===== config.mk =====
export PLATFORM = sky130hd
export DESIGN_NAME = tws_top
export DESIGN_NICKNAME = d
export VERILOG_FILES = /design/src/logic/tws_pkg.sv /design/src/logic/tws_clkgen.sv /design/src/logic/tws_top.sv
export SDC_FILE = /design/constraint.sdc
export NUM_CORES = 1
export LEC_CHECK = 0
export ABC_AREA = 0
export BUFFER_PORTS_ARGS = -buffer_cell sky130_fd_sc_hd__buf_2
export CORE_MARGIN = 2
export CORE_UTILIZATION = 45
export DETAILED_ROUTE_END_ITERATION = 16
export PLACE_DENSITY_LB_ADDON = 0.2
export SYNTH_ARGS = -nofsm -noshare
export SYNTH_HDL_FRONTEND = slang
export SYNTH_HIERARCHICAL = 1
export SYNTH_SLANG_ARGS = --single-unit

===== constraint.sdc =====
create_clock -name clk_i -period 3 [get_ports clk_i]
set_clock_uncertainty 0.2 [all_clocks]
set_input_delay 0.15 -clock clk_i [delete_from_list [all_inputs] [get_ports clk_i]]
set_output_delay 0.15 -clock clk_i [all_outputs]
set_load 0.02 [all_outputs]

===== src/logic/tws_pkg.sv =====
// package for the three-wire serial shifter: register map, fields, counts
// assumes a 32-bit classic wishbone slave port and a 20 MHz system clock
package tws_pkg;
    // register byte addresses (index times four)
    localparam logic [7:0] ADDR_PINS    = 8'h28; // index 0ah
    localparam logic [7:0] ADDR_START   = 8'h68; // index 1ah
    localparam logic [7:0] ADDR_MODE    = 8'h00;
    localparam logic [7:0] ADDR_SHIFT   = 8'h04;
    localparam logic [7:0] ADDR_PORTD   = 8'h08;
    localparam logic [7:0] ADDR_PORTDIR = 8'h0c;
    localparam logic [7:0] ADDR_STATUS  = 8'h10;
    localparam logic [7:0] ADDR_MASK    = 8'h14;
    // field positions
    localparam int PINS_EN_BIT    = 0;
    localparam int START_BIT      = 3;
    localparam int MODE_SEL_LO    = 0;
    localparam int MODE_SEL_HI    = 1;
    localparam int MODE_FLOAT_BIT = 2;
    localparam int STAT_DONE_BIT  = 0;
    // clock selector codes, divide ratios and half period terminal counts (half period minus one) in system clocks
    localparam logic [1:0] SEL_EXT  = 2'h0;
    localparam logic [1:0] SEL_D16  = 2'h1;
    localparam logic [1:0] SEL_D128 = 2'h2;
    localparam int DIV16   = 16;
    localparam int DIV128  = 128;
    localparam int DIV1024 = 1024;
    localparam logic [9:0] HALF16   = 10'(DIV16 / 2 - 1);
    localparam logic [9:0] HALF128  = 10'(DIV128 / 2 - 1);
    localparam logic [9:0] HALF1024 = 10'(DIV1024 / 2 - 1);
    localparam logic [3:0] BITS_PER_XFER = 4'h8;
    localparam logic [7:0] SHIFT_RST = 8'h00;
    localparam logic [3:0] PORT_RST  = 4'h0;

    typedef struct packed {
        logic       pins_en;
        logic       out_float;
        logic [1:0] clk_sel;
    } tws_mode_t;

    typedef struct packed {
        logic [3:0] oe;
        logic [3:0] out;
    } tws_pins_t;
endpackage


===== src/logic/tws_clkgen.sv =====
// internal serial clock generator: divides the system clock, idles high
// assumes clk_en_i gates all state; run_i low forces the clock high
`timescale 1ns/1ns
`default_nettype none
module tws_clkgen (
    // clock and reset
    input  wire logic       clk_i,
    input  wire logic       rst_i,
    input  wire logic       clk_en_i,
    // control
    input  wire logic       run_i,
    input  wire logic [1:0] sel_i,
    // serial clock and its edges
    output logic            sck_o,
    output logic            fall_o,
    output logic            rise_o
);
    logic [9:0] cnt_reg;
    logic [9:0] cnt_next;
    logic       sck_reg;
    logic       sck_next;
    logic [9:0] half;

    always_comb begin
        case (sel_i)
            tws_pkg::SEL_D16:  half = tws_pkg::HALF16;
            tws_pkg::SEL_D128: half = tws_pkg::HALF128;
            default:           half = tws_pkg::HALF1024;
        endcase
        cnt_next = cnt_reg;
        sck_next = sck_reg;
        fall_o   = 1'b0;
        rise_o   = 1'b0;
        // idle high so each transfer opens with a falling edge
        if (!run_i) begin
            cnt_next = 10'h000;
            sck_next = 1'b1;
        end else if (cnt_reg == half) begin
            cnt_next = 10'h000;
            sck_next = ~sck_reg;
            fall_o   = sck_reg;
            rise_o   = ~sck_reg;
        end else begin
            cnt_next = cnt_reg + 10'h001;
        end
    end

    always_ff @(posedge clk_i) begin
        if (rst_i) begin
            cnt_reg <= 10'h000;
            sck_reg <= 1'b1;
        end else if (clk_en_i) begin
            cnt_reg <= cnt_next;
            sck_reg <= sck_next;
        end
    end

    assign sck_o = sck_reg;
endmodule
`default_nettype wire


===== src/logic/tws_top.sv =====
// three-wire serial shifter with port d pins and wishbone register access
// assumes pins are synchronous to clk_i; pads resolve open drain from oe
// Notes on behaviour
// - eight-bit shift register, mode register and bit counter; eight bits each transfer
// - selector 00 external clock; 01,10,11 system clock over 16,128,1024
// - an internal serial clock is driven out on the clock pin
// - pin enable hands port d bits 0,1,2 to clock, output, input
// - writing start flag begins transfer on falling edges, clears done request
// - msb presented on output at each falling edge; never lsb first
// - input pin sampled at each rising serial clock edge
// - each clock shifts by one, input bit enters the lsb
// - counter ends transfer after eight clocks: start cleared, done set
// - port d bit 1 output latch is the shift register output latch
// - input captured on every rising clock only while start flag set and serial function selected
// - float 0 full duplex; float 1 receive only; enable 0 plain port
// - start flag low: no shifting, shift register acts as plain register
// - pin enable is bit 0 at 0ah, start flag bit 3 at 1ah
// - port read: clock latch if internal, pin if external; input pin level
`timescale 1ns/1ns
`default_nettype none
module tws_top (
    // clock and reset
    input  wire logic        clk_i,
    input  wire logic        rst_i,
    input  wire logic        clk_en_i,
    // wishbone slave
    input  wire logic        cyc_i,
    input  wire logic        stb_i,
    input  wire logic        we_i,
    input  wire logic [7:0]  adr_i,
    input  wire logic [3:0]  sel_i,
    input  wire logic [31:0] dat_i,
    output logic      [31:0] dat_o,
    output logic             ack_o,
    output logic             int_o,
    // port d pins, open drain
    input  wire logic [3:0]  pd_i,
    output logic      [3:0]  pd_o,
    output logic      [3:0]  pd_oe_o
);
    tws_pkg::tws_mode_t mode_reg, mode_next;
    tws_pkg::tws_pins_t pins_reg, pins_next;
    logic [7:0]  shift_reg, shift_next;
    logic [3:0]  latch_reg, latch_next;
    logic [3:0]  dir_reg, dir_next;
    logic [3:0]  bits_reg, bits_next;
    logic        start_reg, start_next;
    logic        done_reg, done_next;
    logic        mask_reg, mask_next;
    logic        ack_reg, ack_next;
    logic        int_reg, int_next;
    logic        sin_reg, sin_next;
    logic        ext_sck_reg, ext_sck_next;
    logic [31:0] rd_reg, rd_next;
    logic        int_sck, int_fall, int_rise;
    logic        internal, sfall, srise, wr, rd, run;

    function automatic logic hit(input logic [7:0] a);
        hit = (adr_i == a);
    endfunction

    assign internal = (mode_reg.clk_sel != tws_pkg::SEL_EXT);
    assign run      = start_reg & internal & mode_reg.pins_en;

    tws_clkgen u_clkgen (
        .clk_i    (clk_i),
        .rst_i    (rst_i),
        .clk_en_i (clk_en_i),
        .run_i    (run),
        .sel_i    (mode_reg.clk_sel),
        .sck_o    (int_sck),
        .fall_o   (int_fall),
        .rise_o   (int_rise)
    );

    // external edges from the clock pin
    assign sfall = internal ? int_fall : (ext_sck_reg & ~pd_i[0]);
    assign srise = internal ? int_rise : (~ext_sck_reg & pd_i[0]);
    assign wr = cyc_i & stb_i & we_i & ~ack_reg & sel_i[0];
    assign rd = cyc_i & stb_i & ~ack_reg;

    always_comb begin
        mode_next    = mode_reg;
        shift_next   = shift_reg;
        latch_next   = latch_reg;
        dir_next     = dir_reg;
        bits_next    = bits_reg;
        start_next   = start_reg;
        done_next    = done_reg;
        mask_next    = mask_reg;
        sin_next     = sin_reg;
        ext_sck_next = pd_i[0];
        ack_next     = cyc_i & stb_i & ~ack_reg;
        rd_next      = 32'h0000_0000;
        if (wr) begin
            // pin enable and start flag locations
            if (hit(tws_pkg::ADDR_PINS)) begin
                mode_next.pins_en = dat_i[tws_pkg::PINS_EN_BIT];
            end
            if (hit(tws_pkg::ADDR_MODE)) begin
                mode_next.clk_sel   = dat_i[tws_pkg::MODE_SEL_HI:tws_pkg::MODE_SEL_LO];
                mode_next.out_float = dat_i[tws_pkg::MODE_FLOAT_BIT];
            end
            // idle shifter is a plain register
            if (hit(tws_pkg::ADDR_SHIFT)) begin
                shift_next = dat_i[7:0];
            end
            // bit 1 latch shares the shifter output latch
            if (hit(tws_pkg::ADDR_PORTD)) begin
                latch_next = dat_i[3:0];
            end
            if (hit(tws_pkg::ADDR_PORTDIR)) begin
                dir_next = dat_i[3:0];
            end
            if (hit(tws_pkg::ADDR_MASK)) begin
                mask_next = dat_i[tws_pkg::STAT_DONE_BIT];
            end
            if (hit(tws_pkg::ADDR_STATUS) && dat_i[tws_pkg::STAT_DONE_BIT]) begin
                done_next = 1'b0;
            end
            if (hit(tws_pkg::ADDR_START) && dat_i[tws_pkg::START_BIT]) begin
                start_next = 1'b1;
                bits_next  = 4'h0;
                done_next  = 1'b0;
            end
        end
        if (start_reg && mode_reg.pins_en) begin
            // msb onto the output latch at falling edge
            if (sfall) begin
                latch_next[1] = shift_reg[7];
            end
            if (srise) begin
                sin_next   = pd_i[2];
                shift_next = {shift_reg[6:0], pd_i[2]};
                bits_next  = bits_reg + 4'h1;
                if (bits_reg == tws_pkg::BITS_PER_XFER - 4'h1) begin
                    start_next = 1'b0;
                    done_next  = 1'b1;
                end
            end
        end
        if (rd) begin
            case (adr_i)
                tws_pkg::ADDR_PINS:    rd_next[0] = mode_reg.pins_en;
                tws_pkg::ADDR_START:   rd_next[tws_pkg::START_BIT] = start_reg;
                tws_pkg::ADDR_MODE:    rd_next[2:0] = {mode_reg.out_float, mode_reg.clk_sel};
                tws_pkg::ADDR_SHIFT:   rd_next[7:0] = shift_reg;
                tws_pkg::ADDR_PORTD: begin
                    rd_next[3:0] = dir_reg & latch_reg | ~dir_reg & pd_i;
                    if (mode_reg.pins_en) begin
                        rd_next[0] = internal ? latch_reg[0] : pd_i[0];
                        rd_next[2] = pd_i[2];
                    end
                end
                tws_pkg::ADDR_PORTDIR: rd_next[3:0] = dir_reg;
                tws_pkg::ADDR_STATUS:  rd_next[0] = done_reg;
                tws_pkg::ADDR_MASK:    rd_next[0] = mask_reg;
                default:               rd_next = 32'h0000_0000;
            endcase
        end
        int_next = done_next & mask_next;
    end

    // pin drive: open drain, oe high pulls low
    always_comb begin
        pins_next.out = 4'h0;
        pins_next.oe  = dir_reg & ~latch_reg;
        if (mode_reg.pins_en) begin
            pins_next.oe[0] = internal & ~int_sck;
            pins_next.oe[1] = ~mode_reg.out_float & ~latch_next[1];
            pins_next.oe[2] = 1'b0;
        end
    end

    always_ff @(posedge clk_i) begin
        if (rst_i) begin
            mode_reg    <= '0;
            pins_reg    <= '0;
            shift_reg   <= tws_pkg::SHIFT_RST;
            latch_reg   <= tws_pkg::PORT_RST;
            dir_reg     <= tws_pkg::PORT_RST;
            bits_reg    <= 4'h0;
            start_reg   <= 1'b0;
            done_reg    <= 1'b0;
            mask_reg    <= 1'b0;
            ack_reg     <= 1'b0;
            int_reg     <= 1'b0;
            sin_reg     <= 1'b0;
            ext_sck_reg <= 1'b1;
            rd_reg      <= 32'h0000_0000;
        end else if (clk_en_i) begin
            mode_reg    <= mode_next;
            pins_reg    <= pins_next;
            shift_reg   <= shift_next;
            latch_reg   <= latch_next;
            dir_reg     <= dir_next;
            bits_reg    <= bits_next;
            start_reg   <= start_next;
            done_reg    <= done_next;
            mask_reg    <= mask_next;
            ack_reg     <= ack_next;
            int_reg     <= int_next;
            sin_reg     <= sin_next;
            ext_sck_reg <= ext_sck_next;
            rd_reg      <= rd_next;
        end
    end

    assign dat_o   = rd_reg;
    assign ack_o   = ack_reg;
    assign int_o   = int_reg;
    assign pd_o    = pins_reg.out;
    assign pd_oe_o = pins_reg.oe;

    a_done_after_eight: assert property (@(posedge clk_i) disable iff (rst_i)
        clk_en_i && start_reg && mode_reg.pins_en && srise && bits_reg == 4'h7
        |=> done_reg && !start_reg)
        else $error("transfer did not finish after eight clocks");

    a_start_clears_done: assert property (@(posedge clk_i) disable iff (rst_i)
        clk_en_i && wr && hit(tws_pkg::ADDR_START) && dat_i[3] && !start_reg
        |=> start_reg && !done_reg)
        else $error("start did not clear done request");

    a_shift_lsb_in: assert property (@(posedge clk_i) disable iff (rst_i)
        clk_en_i && start_reg && mode_reg.pins_en && srise && !wr
        |=> shift_reg[0] == $past(pd_i[2]) && shift_reg[7:1] == $past(shift_reg[6:0]))
        else $error("shift did not take input into lsb");

    a_msb_on_fall: assert property (@(posedge clk_i) disable iff (rst_i)
        clk_en_i && start_reg && mode_reg.pins_en && sfall
        |=> latch_reg[1] == $past(shift_reg[7]))
        else $error("msb not presented on falling edge");

    a_idle_no_shift: assert property (@(posedge clk_i) disable iff (rst_i)
        !start_reg && !wr |=> $stable(shift_reg))
        else $error("shifter moved while stopped");

    a_clock_idle_high: assert property (@(posedge clk_i) disable iff (rst_i)
        !start_reg ##1 !start_reg ##1 !start_reg |-> int_sck)
        else $error("internal clock not idle high");

    a_float_no_drive: assert property (@(posedge clk_i) disable iff (rst_i)
        mode_reg.pins_en && mode_reg.out_float ##1 clk_en_i |-> !pd_oe_o[1])
        else $error("output driven in receive only mode");

    a_irq_level: assert property (@(posedge clk_i) disable iff (rst_i)
        clk_en_i |=> int_o == (done_reg & mask_reg))
        else $error("interrupt does not follow status and mask");
endmodule
`default_nettype wire


==> results by group, run 1 <==
Power and ir drop
  – VDD IR max: 0.201 mV
  – Total power: 1.28 mW
  – Power per cell area: about 370 mW/mm^2
  – P_leak: 1.36 nW

Routing
  – Number of DRC markers in iteration 0: 294
  – Wirelength, routed: 8160 um
  – Vias: approximately 2900
  – First drt pass iteration count: 5
  – # DRC: 0
  – DR WL/cell: between 15 and 20 um
  – Post-detailed-route count of antenna-violating nets: 0
  – Via-per-instance ratio: 5.91

CTS
  – Clk Latency, worst-skew pair: 310 ps
  – Post-CTS setup buffers: 0
  – Clk root buf: clkbuf_8
  – Clk buf depth: 2
  – H-tree levels: 2
  – Clock transition at path regs: 100 ps
  – CTS Buf Count: 5
  – Clock sink count: 53
  – TritonCTS clock tree: yes

Final layout
  – Filler cell count: 679
  – Nets: between 400 and 500
  – Most common cell after layout, fill and taps aside: dfxtp_1
  – Diode count: 0
  – Multi-input logic area: 0.00181 mm^2
  – Layout cell share with drive strength beyond 1: 18.2%
  – Most frequent cells in the layout: dfxtp_1 (53), buf_2 (40), nor2_1 (35)
  – Register area: between 0.001 and 0.0015 mm^2
  – Max FFs per register: 10
  – Final instance area: 0.00349 mm^2
  – Area delta synth->final: 11.5%

Global route
  – GRT met3 Usage: 4.36%
  – Most used routing layer in global routing: met2
  – First-pass GRT wire length: approximately 13000 um
  – Met1 usage: 28.3%
  – Vias in the first global route: 2684
  – Total GRT Usage: 22.0%
  – Initial antenna violation count: 0
  – Pin count of the biggest net entering global routing: 23
  – Global routing usage on met2: a little under two fifths
  – Total gr overflow: 0

Logic synthesis
  – Mapped Cells: 369
  – Post-synth design cell area: 0.00313 mm^2
  – Number of flops mapped to enable cells by yosys: 0
  – Seq/Total Area, Yosys: 33.9%
  – Post-synth top flop: dfxtp_1
  – Cell taking the most area after synthesis: dfxtp_1
  – Area contributors post-synth: dfxtp_1 (34%), buf_4 (7.2%), a21oi_1 (4.8%)
  – Avg Cell Area, Syn: between 8 and 9 um^2
  – Async set or reset register ratio after synthesis: 0%
  – Synth unique cells: 69
  – YS warnings: 6
  – Post-synth top area share: 33.9%
  – Yosys reg bits: 53

Floorplan
  – Die footprint: 0.00764 mm^2
  – Height of the die: 87.4 um
  – Rows: 30
  – Die Width: 87.4 um
  – Placeable Area: 0.00676 mm^2
  – Starting density of the core: 46.4%
  – # IOs: 96

Place
  – Port Buffers: 40
  – DP HPWL: 5910 um
  – Placed cell area: 0.00330 mm^2
  – Place WS: 302 ps
  – GP Congestion: 0.850

STA
  – Setup TNS Final: 0 ps
  – Final Hold Violating Endpoints: 0
  – Worst Hold Slack: approximately 35 ps
  – Tmin final: 2740 ps
  – Final max-slew violation count: 0
  – Max Freq: 365 MHz
  – Final worst-path cycle share: 91.3%
  – Final WS setup: 260 ps
  – Least-Margin Pin Slew: 676 ps
  – Slew Limit Headroom: 53.8%
  – Unrepaired setup endpoints after global routing: false
  – Setup violations, final: 0

Worst setup path
  – CP Data Required Time: 3050 ps
  – Slowest stage delay, CP: approximately 530 ps
  – Crit path capture type: flip-flop
  – CP cell instances: inv_1 -> ha_1 -> and4_1 -> o22ai_2 -> nor3_1 -> o21ai_0 -> a21o_1 -> a21oi_1 -> o221a_1
  – CP Buf/Inv Count: 1
  – Delay-heaviest family, CP: compound AO/OA/AOI/OAI gates
  – Slowest cell on crit path: a21oi_1
  – Crit path kind: reg -> reg
  – Critical path startpoint category: flip-flop
  – Crit-path max FO: 8
  – Crit path DAT: 2790 ps

Run
  – Max cap viols: 0

Status
  – Status: finished, final reports clean

Worst hold path
  – Worst Hold Class: in -> reg
[cell families (layout without fill, tap and decap cells)]
logic type	after synthesis	count (layout)	synth area share, %
fa+ha+maj	3	3	1.20
other cells	1	28	0.120
simple gates	136	136	24.7
mux	10	10	3.84
buf+inv	60	82	11.6
xor+xnor	9	9	2.52
flops	53	53	33.9
compound gates	97	97	22.2
[what timing repair did]
| item | 4_1_cts | 5_1_grt |
|---|---|---|
| hold buffers | 10 | 0 |
| hold endpoints to repair | 18 | 0 |
| gates resized for setup | 0 | 0 |
[cells in the mapped netlist, drive strengths merged, types with 3 or more instances]
cell type  count
nor2          35
buf           35
a211oi         6
o21ai         17
mux2i          6
nor4           7
and2           4
a22oi          5
and4           3
a21oi         30
nor3           5
nand3         21
nand2b         4
nand2         20
xnor2          3
xor2           6
or3            3
or4b           5
o221a          8
a21o           3
o22ai          3
a22o           4
nor4b          3
ha             3
or4            3
mux2           3
inv           15
dfxtp         53
clkbuf        10
nand4          7
[worst register-to-register path, delay by kind of cell (launching register included)]
kind                       cells  cell delay, ps
AOI/OAI and AO/OA              5            1400
and+or+nand+nor                2             420
DFF                            1             340
adders and majority gates      1             290
buffers and inverters          1              40
[layout make-up]
cell class              count  area share, %
clock inverters             1          0.215
inverters                  15           1.61
clock buffers               6           2.37
multi-input cells         283           51.8
flip-flops and latches     53           30.4
repair buffers             60           10.8
well taps                  80           2.87
[path summary, 6_finish.rpt]
path	start	endpoint	slack, ps	depth (start not counted)
max	mode_reg[1]	shift_reg[2]	260	9
min	adr_i[3]	dat_o[0]	40	3
max reg2reg	mode_reg[1]	shift_reg[2]	260	9
min reg2reg	dat_o[3]	dat_o[3]	280	1
[routing by layer]
layer / wire length [um] / part of all wire [%]
met2: 4070 / 50
met4: 139 / 1.7
met3: 528 / 6.5
met5: 0 / 0
met1: 3430 / 42
[report_power, final]
part / internal [mW] / switching (mW) / total [mW]
combinational: 0.0474 / 0.107 / 0.154
sequential: 0.706 / 0.00294 / 0.709
clock: 0.183 / 0.238 / 0.421
[through the flow]
stage          util, %  std cells
2_1_floorplan        -        396
3_3_place_gp      48.9        481
3_5_place_dp      48.9        481
4_1_cts           51.7        498
5_1_grt           51.7        498
6_report          51.7        498
No activity file was read; power rests on OpenSTA's default activity.
==> run 2: changes to the inputs <==
CORE_ASPECT_RATIO = 0.8   (was default)
RECOVER_POWER = 25   (was default)
==> results by group, run 2 (synthesis results as in run 1) <==
Status
  – Status: finished, final reports clean

Routing
  – Post-detailed-route count of antenna-violating nets: 0 (unchanged)
  – Wirelength, routed: 8380 um (+2.6%)
  – First drt pass iteration count: 6 (+1)
  – DR WL/cell: 16.6 um (+1.0%)
  – # DRC: 0 (unchanged)
  – Number of DRC markers in iteration 0: 192 (-35%)
  – Vias: 2956 (+0.48%)
  – Via-per-instance ratio: 5.84 (-1.1%)

Floorplan
  – Die footprint: 0.00765 mm^2 (about the same)
  – Die Width: 97.3 um (+11%)
  – Rows: 27 (-10%)
  – # IOs: 96 (unchanged)
  – Placeable Area: 0.00682 mm^2 (+1.0%)
  – Starting density of the core: 45.9% (-0.46 points)
  – Height of the die: 78.6 um (-10%)

STA
  – Final max-slew violation count: 0 (unchanged)
  – Tmin final: 2710 ps (-26.9 ps)
  – Setup TNS Final: 0 ps (unchanged)
  – Final worst-path cycle share: 90.4% (-0.90 points)
  – Unrepaired setup endpoints after global routing: false
  – Max Freq: 369 MHz (+0.99%)
  – Least-Margin Pin Slew: 758 ps (+81.8 ps)
  – Final WS setup: 287 ps (+26.9 ps)
  – Slew Limit Headroom: 48.2% (-5.6 points)
  – Final Hold Violating Endpoints: 0 (unchanged)
  – Setup violations, final: 0 (unchanged)

Global route
  – Total GRT Usage: 21.7% (-0.36 points)
  – Pin count of the biggest net entering global routing: 39 (+70%)
  – Total gr overflow: 0 (unchanged)
  – Vias in the first global route: 2555 (-4.8%)
  – Initial antenna violation count: 0 (unchanged)
  – First-pass GRT wire length: 13300 um (+2.0%)

CTS
  – TritonCTS clock tree: yes
  – Clock transition at path regs: 100 ps (about the same)
  – Clk Latency, worst-skew pair: 310 ps (about the same)
  – Clock sink count: 53 (unchanged)
  – CTS Buf Count: 5 (unchanged)
  – Clk root buf: clkbuf_8
  – H-tree levels: 2 (unchanged)
  – Post-CTS setup buffers: 0 (unchanged)
  – Clk buf depth: 2 (unchanged)

Final layout
  – Register area: 0.00106 mm^2 (unchanged)
  – Most common cell after layout, fill and taps aside: dfxtp_1
  – Multi-input logic area: 0.00181 mm^2 (+0.21%)
  – Filler cell count: 703 (+3.5%)
  – Nets: 476 (+0.21%)
  – Diode count: 0 (unchanged)
  – Area delta synth->final: 11.9%
  – Max FFs per register: 10 (unchanged)
  – Layout cell share with drive strength beyond 1: 14.6% (-3.6 points)
  – Final core occ: 51.3% (-0.33 points)
  – Final instance area: 0.00350 mm^2 (+0.36%)
  – Most frequent cells in the layout: dfxtp_1 (53), nor2_1 (35), a21oi_1 (29)

Worst setup path
  – Crit path kind: reg -> reg
  – Reg2Reg Setup Slack: 290 ps (+30 ps)
  – CP Buf/Inv Count: 1 (unchanged)
  – CP Data Required Time: 3000 ps (-50 ps)
  – Crit path DAT: 2710 ps (-80 ps)
  – Slowest cell on crit path: or3_1
  – CP cell instances: inv_1 -> ha_1 -> and4_1 -> o22ai_2 -> nor3_1 -> o21ai_0 -> a21oi_1 -> or3_1 -> o221a_1
  – Delay-heaviest family, CP: compound AO/OA/AOI/OAI gates
  – Slowest stage delay, CP: 520 ps (about the same)
  – Crit-path max FO: 8 (unchanged)
  – Crit path capture type: flip-flop
  – Critical path startpoint category: flip-flop

Run
  – Max cap viols: 0 (unchanged)

Place
  – GP Congestion: 0.958 (+13%)
  – Place WS: 208 ps (-93.8 ps)
  – Placed cell area: 0.00332 mm^2 (+0.64%)
  – Port Buffers: 40 (unchanged)
  – DP HPWL: 6060 um (+2.7%)

Power and ir drop
  – Power per cell area: 366 mW/mm^2 (-0.46%)
  – P_leak: 1.31 nW (-4.0%)
  – VDD IR max: 0.185 mV (-7.7%)
  – Total power: 1.28 mW (-0.11%)

Worst hold path
  – Worst Hold Class: in -> reg
-- run 2: worst paths after layout --
path | startpoint | end | depth (start not counted)
setup reg to reg | mode_reg[1] | shift_reg[4] | 9
hold reg to reg | mask_reg | mask_reg | 2
setup / recovery | mode_reg[1] | shift_reg[4] | 9
hold / removal | adr_i[3] | dat_o[0] | 3
-- run 2: worst reg2reg max path: stages (launching register included) --
cell,delay (ps)
dfxtp_1,340
inv_1,40
ha_1,290
and4_1,220
o22ai_2,280
nor3_1,100
o21ai_0,150
a21oi_1,160
or3_1,520
o221a_1,310
-- run 2: routing by layer --
layer | vias up | routed length [um] | global-route usage [%]
met5 | - | 0 | 0
met2 | 146 | 3520 | 32.5
met1 | 1387 | 4170 | 33.1
li1 | 1414 | - | -
met4 | 0 | 65 | 3.75
met3 | 9 | 626 | 3.47
-- run 2: area by class of cell --
type,count,area share (%)
Multi-Input combinational cell,283,51.7
Sequential cell,53,30.3
Inverter,15,1.61
Timing Repair Buffer,61,10.8
Tap cell,87,3.11
Clock buffer,7,2.46
-- run 2: timing repair --
| item | CTS | global route |
|---|---|---|
| endpoints found under the hold margin | 17 | 0 |
| setup endpoints to repair | 0 | 8 |
| hold buffers | 11 | 0 |
| gates resized for setup | 0 | 1 |
-- run 2: power breakdown --
part | internal, mW | switching, mW
logic | 0.0481 | 0.109
registers | 0.706 | 0.00361
clock network | 0.184 | 0.232
-- run 2: per-stage QoR --
stage,hold slack (ps),cells
2_1_floorplan,77.7,396
3_3_place_gp,225,488
3_5_place_dp,228,488
4_1_cts,22.7,506
5_1_grt,67.5,506
6_report,31.2,506
==> run 3: changes to the inputs <==
CELL_PAD_IN_SITES_DETAIL_PLACEMENT = 2   (was default)
CELL_PAD_IN_SITES_GLOBAL_PLACEMENT = 2   (was default)
CORE_UTILIZATION = 29   (was 45)
SYNTH_HIERARCHICAL = default   (was 1)
==> results by group, run 3 <==
Routing
  – # DRC: 0 (unchanged)
  – Post-detailed-route count of antenna-violating nets: 0 (unchanged)
  – First drt pass iteration count: 5 (-1)
  – DR WL/cell: 17.8 um (+7.6%)
  – Number of DRC markers in iteration 0: 118 (-39%)
  – Via-per-instance ratio: 5.00 (-14%)
  – Wirelength, routed: 9660 um (+15%)
  – Vias: 2712 (-8.3%)

Logic synthesis
  – Leading cell types by count after synthesis: dfxtp_1 (53), nor2_1 (49), nand2_1 (35), buf_4 (28), a21oi_1 (16)
  – Synth unique cells: 57 (-17%)
  – Cell taking the most area after synthesis: dfxtp_1
  – Avg Cell Area, Syn: 8.37 um^2 (-1.3%)
  – Post-synth top flop: dfxtp_1
  – Async set or reset register ratio after synthesis: 0% (unchanged)
  – Area contributors post-synth: dfxtp_1 (35%), buf_4 (7.0%), nor2_1 (6.1%)
  – Number of flops mapped to enable cells by yosys: 0 (unchanged)
  – Post-synth design cell area: 0.00301 mm^2 (-3.8%)
  – Seq/Total Area, Yosys: 35.2% (+1.3 points)
  – YS warnings: 0 (-6)
  – Yosys reg bits: 53 (unchanged)
  – Post-synth top area share: 35.2% (+1.3 points)
  – Most common cell in the netlist: dfxtp_1
  – Mapped Cells: 360 (-2.4%)

CTS
  – Clk Latency, worst-skew pair: 300 ps (about the same)
  – PostCTS Resize Cnt: 0 (unchanged)
  – CTS Buf Count: 5 (unchanged)
  – H-tree levels: 2 (unchanged)
  – Clk buf depth: 2 (unchanged)
  – TritonCTS clock tree: yes
  – Clock sink count: 53 (unchanged)
  – Clock transition at path regs: 70 ps (-30 ps)
  – # hold bufs at CTS: 6 (-5)
  – Clk root buf: clkbuf_16
  – Post-CTS setup buffers: 0 (unchanged)

Place
  – Inst Count DP: 528 (+8.2%)
  – Port Buffers: 40 (unchanged)
  – Placed cell area: 0.00324 mm^2 (-2.6%)
  – Place WS: 335 ps (+127 ps)
  – DP HPWL: 7170 um (+18%)
  – GP Congestion: 0.798 (-17%)

STA
  – Slew Limit Headroom: 39.1% (-9.1 points)
  – Final max-slew violation count: 0 (unchanged)
  – Final WS setup: 273 ps (-14.5 ps)
  – Setup violations, final: 0 (unchanged)
  – Final Hold Violating Endpoints: 0 (unchanged)
  – Final worst-path cycle share: 90.9% (+0.48 points)
  – Unrepaired setup endpoints after global routing: false
  – Max Freq: 367 MHz (-0.53%)
  – Tmin final: 2730 ps (+14.5 ps)
  – Setup TNS Final: 0 ps (unchanged)
  – Least-Margin Pin Slew: 914 ps (+156 ps)

Global route
  – Initial antenna violation count: 0 (unchanged)
  – Total GRT Usage: 17.6% (-4.0 points)
  – Total gr overflow: 0 (unchanged)
  – Vias in the first global route: 2799 (+9.5%)
  – Pin count of the biggest net entering global routing: 28 (-28%)
  – First-pass GRT wire length: 15300 um (+15%)

Worst setup path
  – R2r startpoint: mode_reg[0]
  – Crit path DAT: 2720 ps (about the same)
  – Crit path capture type: flip-flop
  – Crit path kind: reg -> reg
  – CP Data Required Time: 2990 ps (about the same)
  – Crit-path max FO: 8 (unchanged)
  – CP startpoint: mode_reg[0]
  – Critical path startpoint category: flip-flop

Power and ir drop
  – Power per cell area: 449 mW/mm^2 (+22%)
  – VDD IR max: 0.172 mV (-7.3%)
  – P_leak: 1.26 nW (-3.6%)
  – Total power: 1.55 mW (+21%)

Floorplan
  – Height of the die: 95.2 um (+21%)
  – Starting density of the core: 29.6% (-16 points)
  – Placeable Area: 0.0102 mm^2 (+49%)
  – Rows: 33 (+22%)
  – Die Width: 118 um (+21%)
  – Die footprint: 0.0112 mm^2 (+47%)
  – # IOs: 96 (unchanged)

Final layout
  – Nets: 459 (-3.6%)
  – Layout cell share with drive strength beyond 1: 13.2% (-1.4 points)
  – Final instance area: 0.00345 mm^2 (-1.4%)
  – Most frequent cells in the layout: dfxtp_1 (53), nor2_1 (49), nand2_1 (35)
  – Most common cell after layout, fill and taps aside: dfxtp_1
  – Layout Cells excl Fill: 542 (+7.1%)
  – Area delta synth->final: 14.6%
  – Max FFs per register: 10 (unchanged)
  – Diode count: 0 (unchanged)

Status
  – Status: finished, final reports clean

Worst hold path
  – Worst Hold Class: in -> reg
  – Worst hold start: adr_i[5]

Run
  – Max cap viols: 0 (unchanged)
[run 3: cell count changes in the layout (fill, tap and decap cells not counted), sizes merged, moves of 7 or more]
cell / before / now
nand2: 20 / 35
nor2: 35 / 49
a21oi: 30 / 17
nand3: 21 / 8
mux2i: 6 / 15
o221a: 8 / 0
a2111oi: 1 / 8
[run 3: logic make-up after synthesis]
kind of cell	Yosys count	share of synthesized area, %
flip-flops	53	35.2
other	1	0.124
XOR/XNOR	10	2.91
adder cells (fa/ha/maj)	4	1.66
buffers and inverters	58	11.6
AO/OA/AOI/OAI	72	18.1
multiplexers	17	5.73
AND/OR/NAND/NOR	145	24.7
[run 3: worst paths after layout]
kind	to	slack, ps	cells after the start
min reg2reg	dat_o[3]	270	2
max	shift_reg[1]	270	8
max reg2reg	shift_reg[1]	270	8
min	dat_o[0]	50	4
[run 3: metal layers]
| layer | GRT usage (%) | routed length [um] | vias up |
|---|---|---|---|
| met5 | 0 | 0 | - |
| met4 | 3.92 | 82 | 0 |
| met3 | 3.41 | 454 | 8 |
| met2 | 29.4 | 4390 | 52 |
| met1 | 23.9 | 4730 | 1349 |
| li1 | - | - | 1303 |
[run 3: critical path: stages (launching register included)]
cell and delay (ps):
dfxtp_1 370, inv_1 80, ha_1 340, and3b_1 240, a21oi_2 50, nor4b_2 480
o31a_1 440, nor2_1 120, a2111oi_2 290
[run 3: area by class of cell]
cell class                 count  area (um^2)
timing repair buffer          52          287
sequential                    53         1060
clock inverter                 2         37.5
fill                        1227         6750
multi-input combinational    276         1710
inverter                      13         48.8
tap                          140          175
clock buffer                   6          139
[run 3: stage by stage]
step,hold WS (ps),utilization [%]
3_3_place_gp,246,31.7
4_1_cts,48.2,34.0
5_1_grt,67.3,33.9
2_1_floorplan,78.8,-
3_5_place_dp,246,31.7
6_report,50.8,33.9
[run 3: report_power, final]
| part | switching, mW | total [mW] | internal [mW] |
|---|---|---|---|
| clock network | 0.286 | 0.703 | 0.418 |
| registers | 0.00402 | 0.711 | 0.707 |
| logic | 0.0993 | 0.134 | 0.0348 |
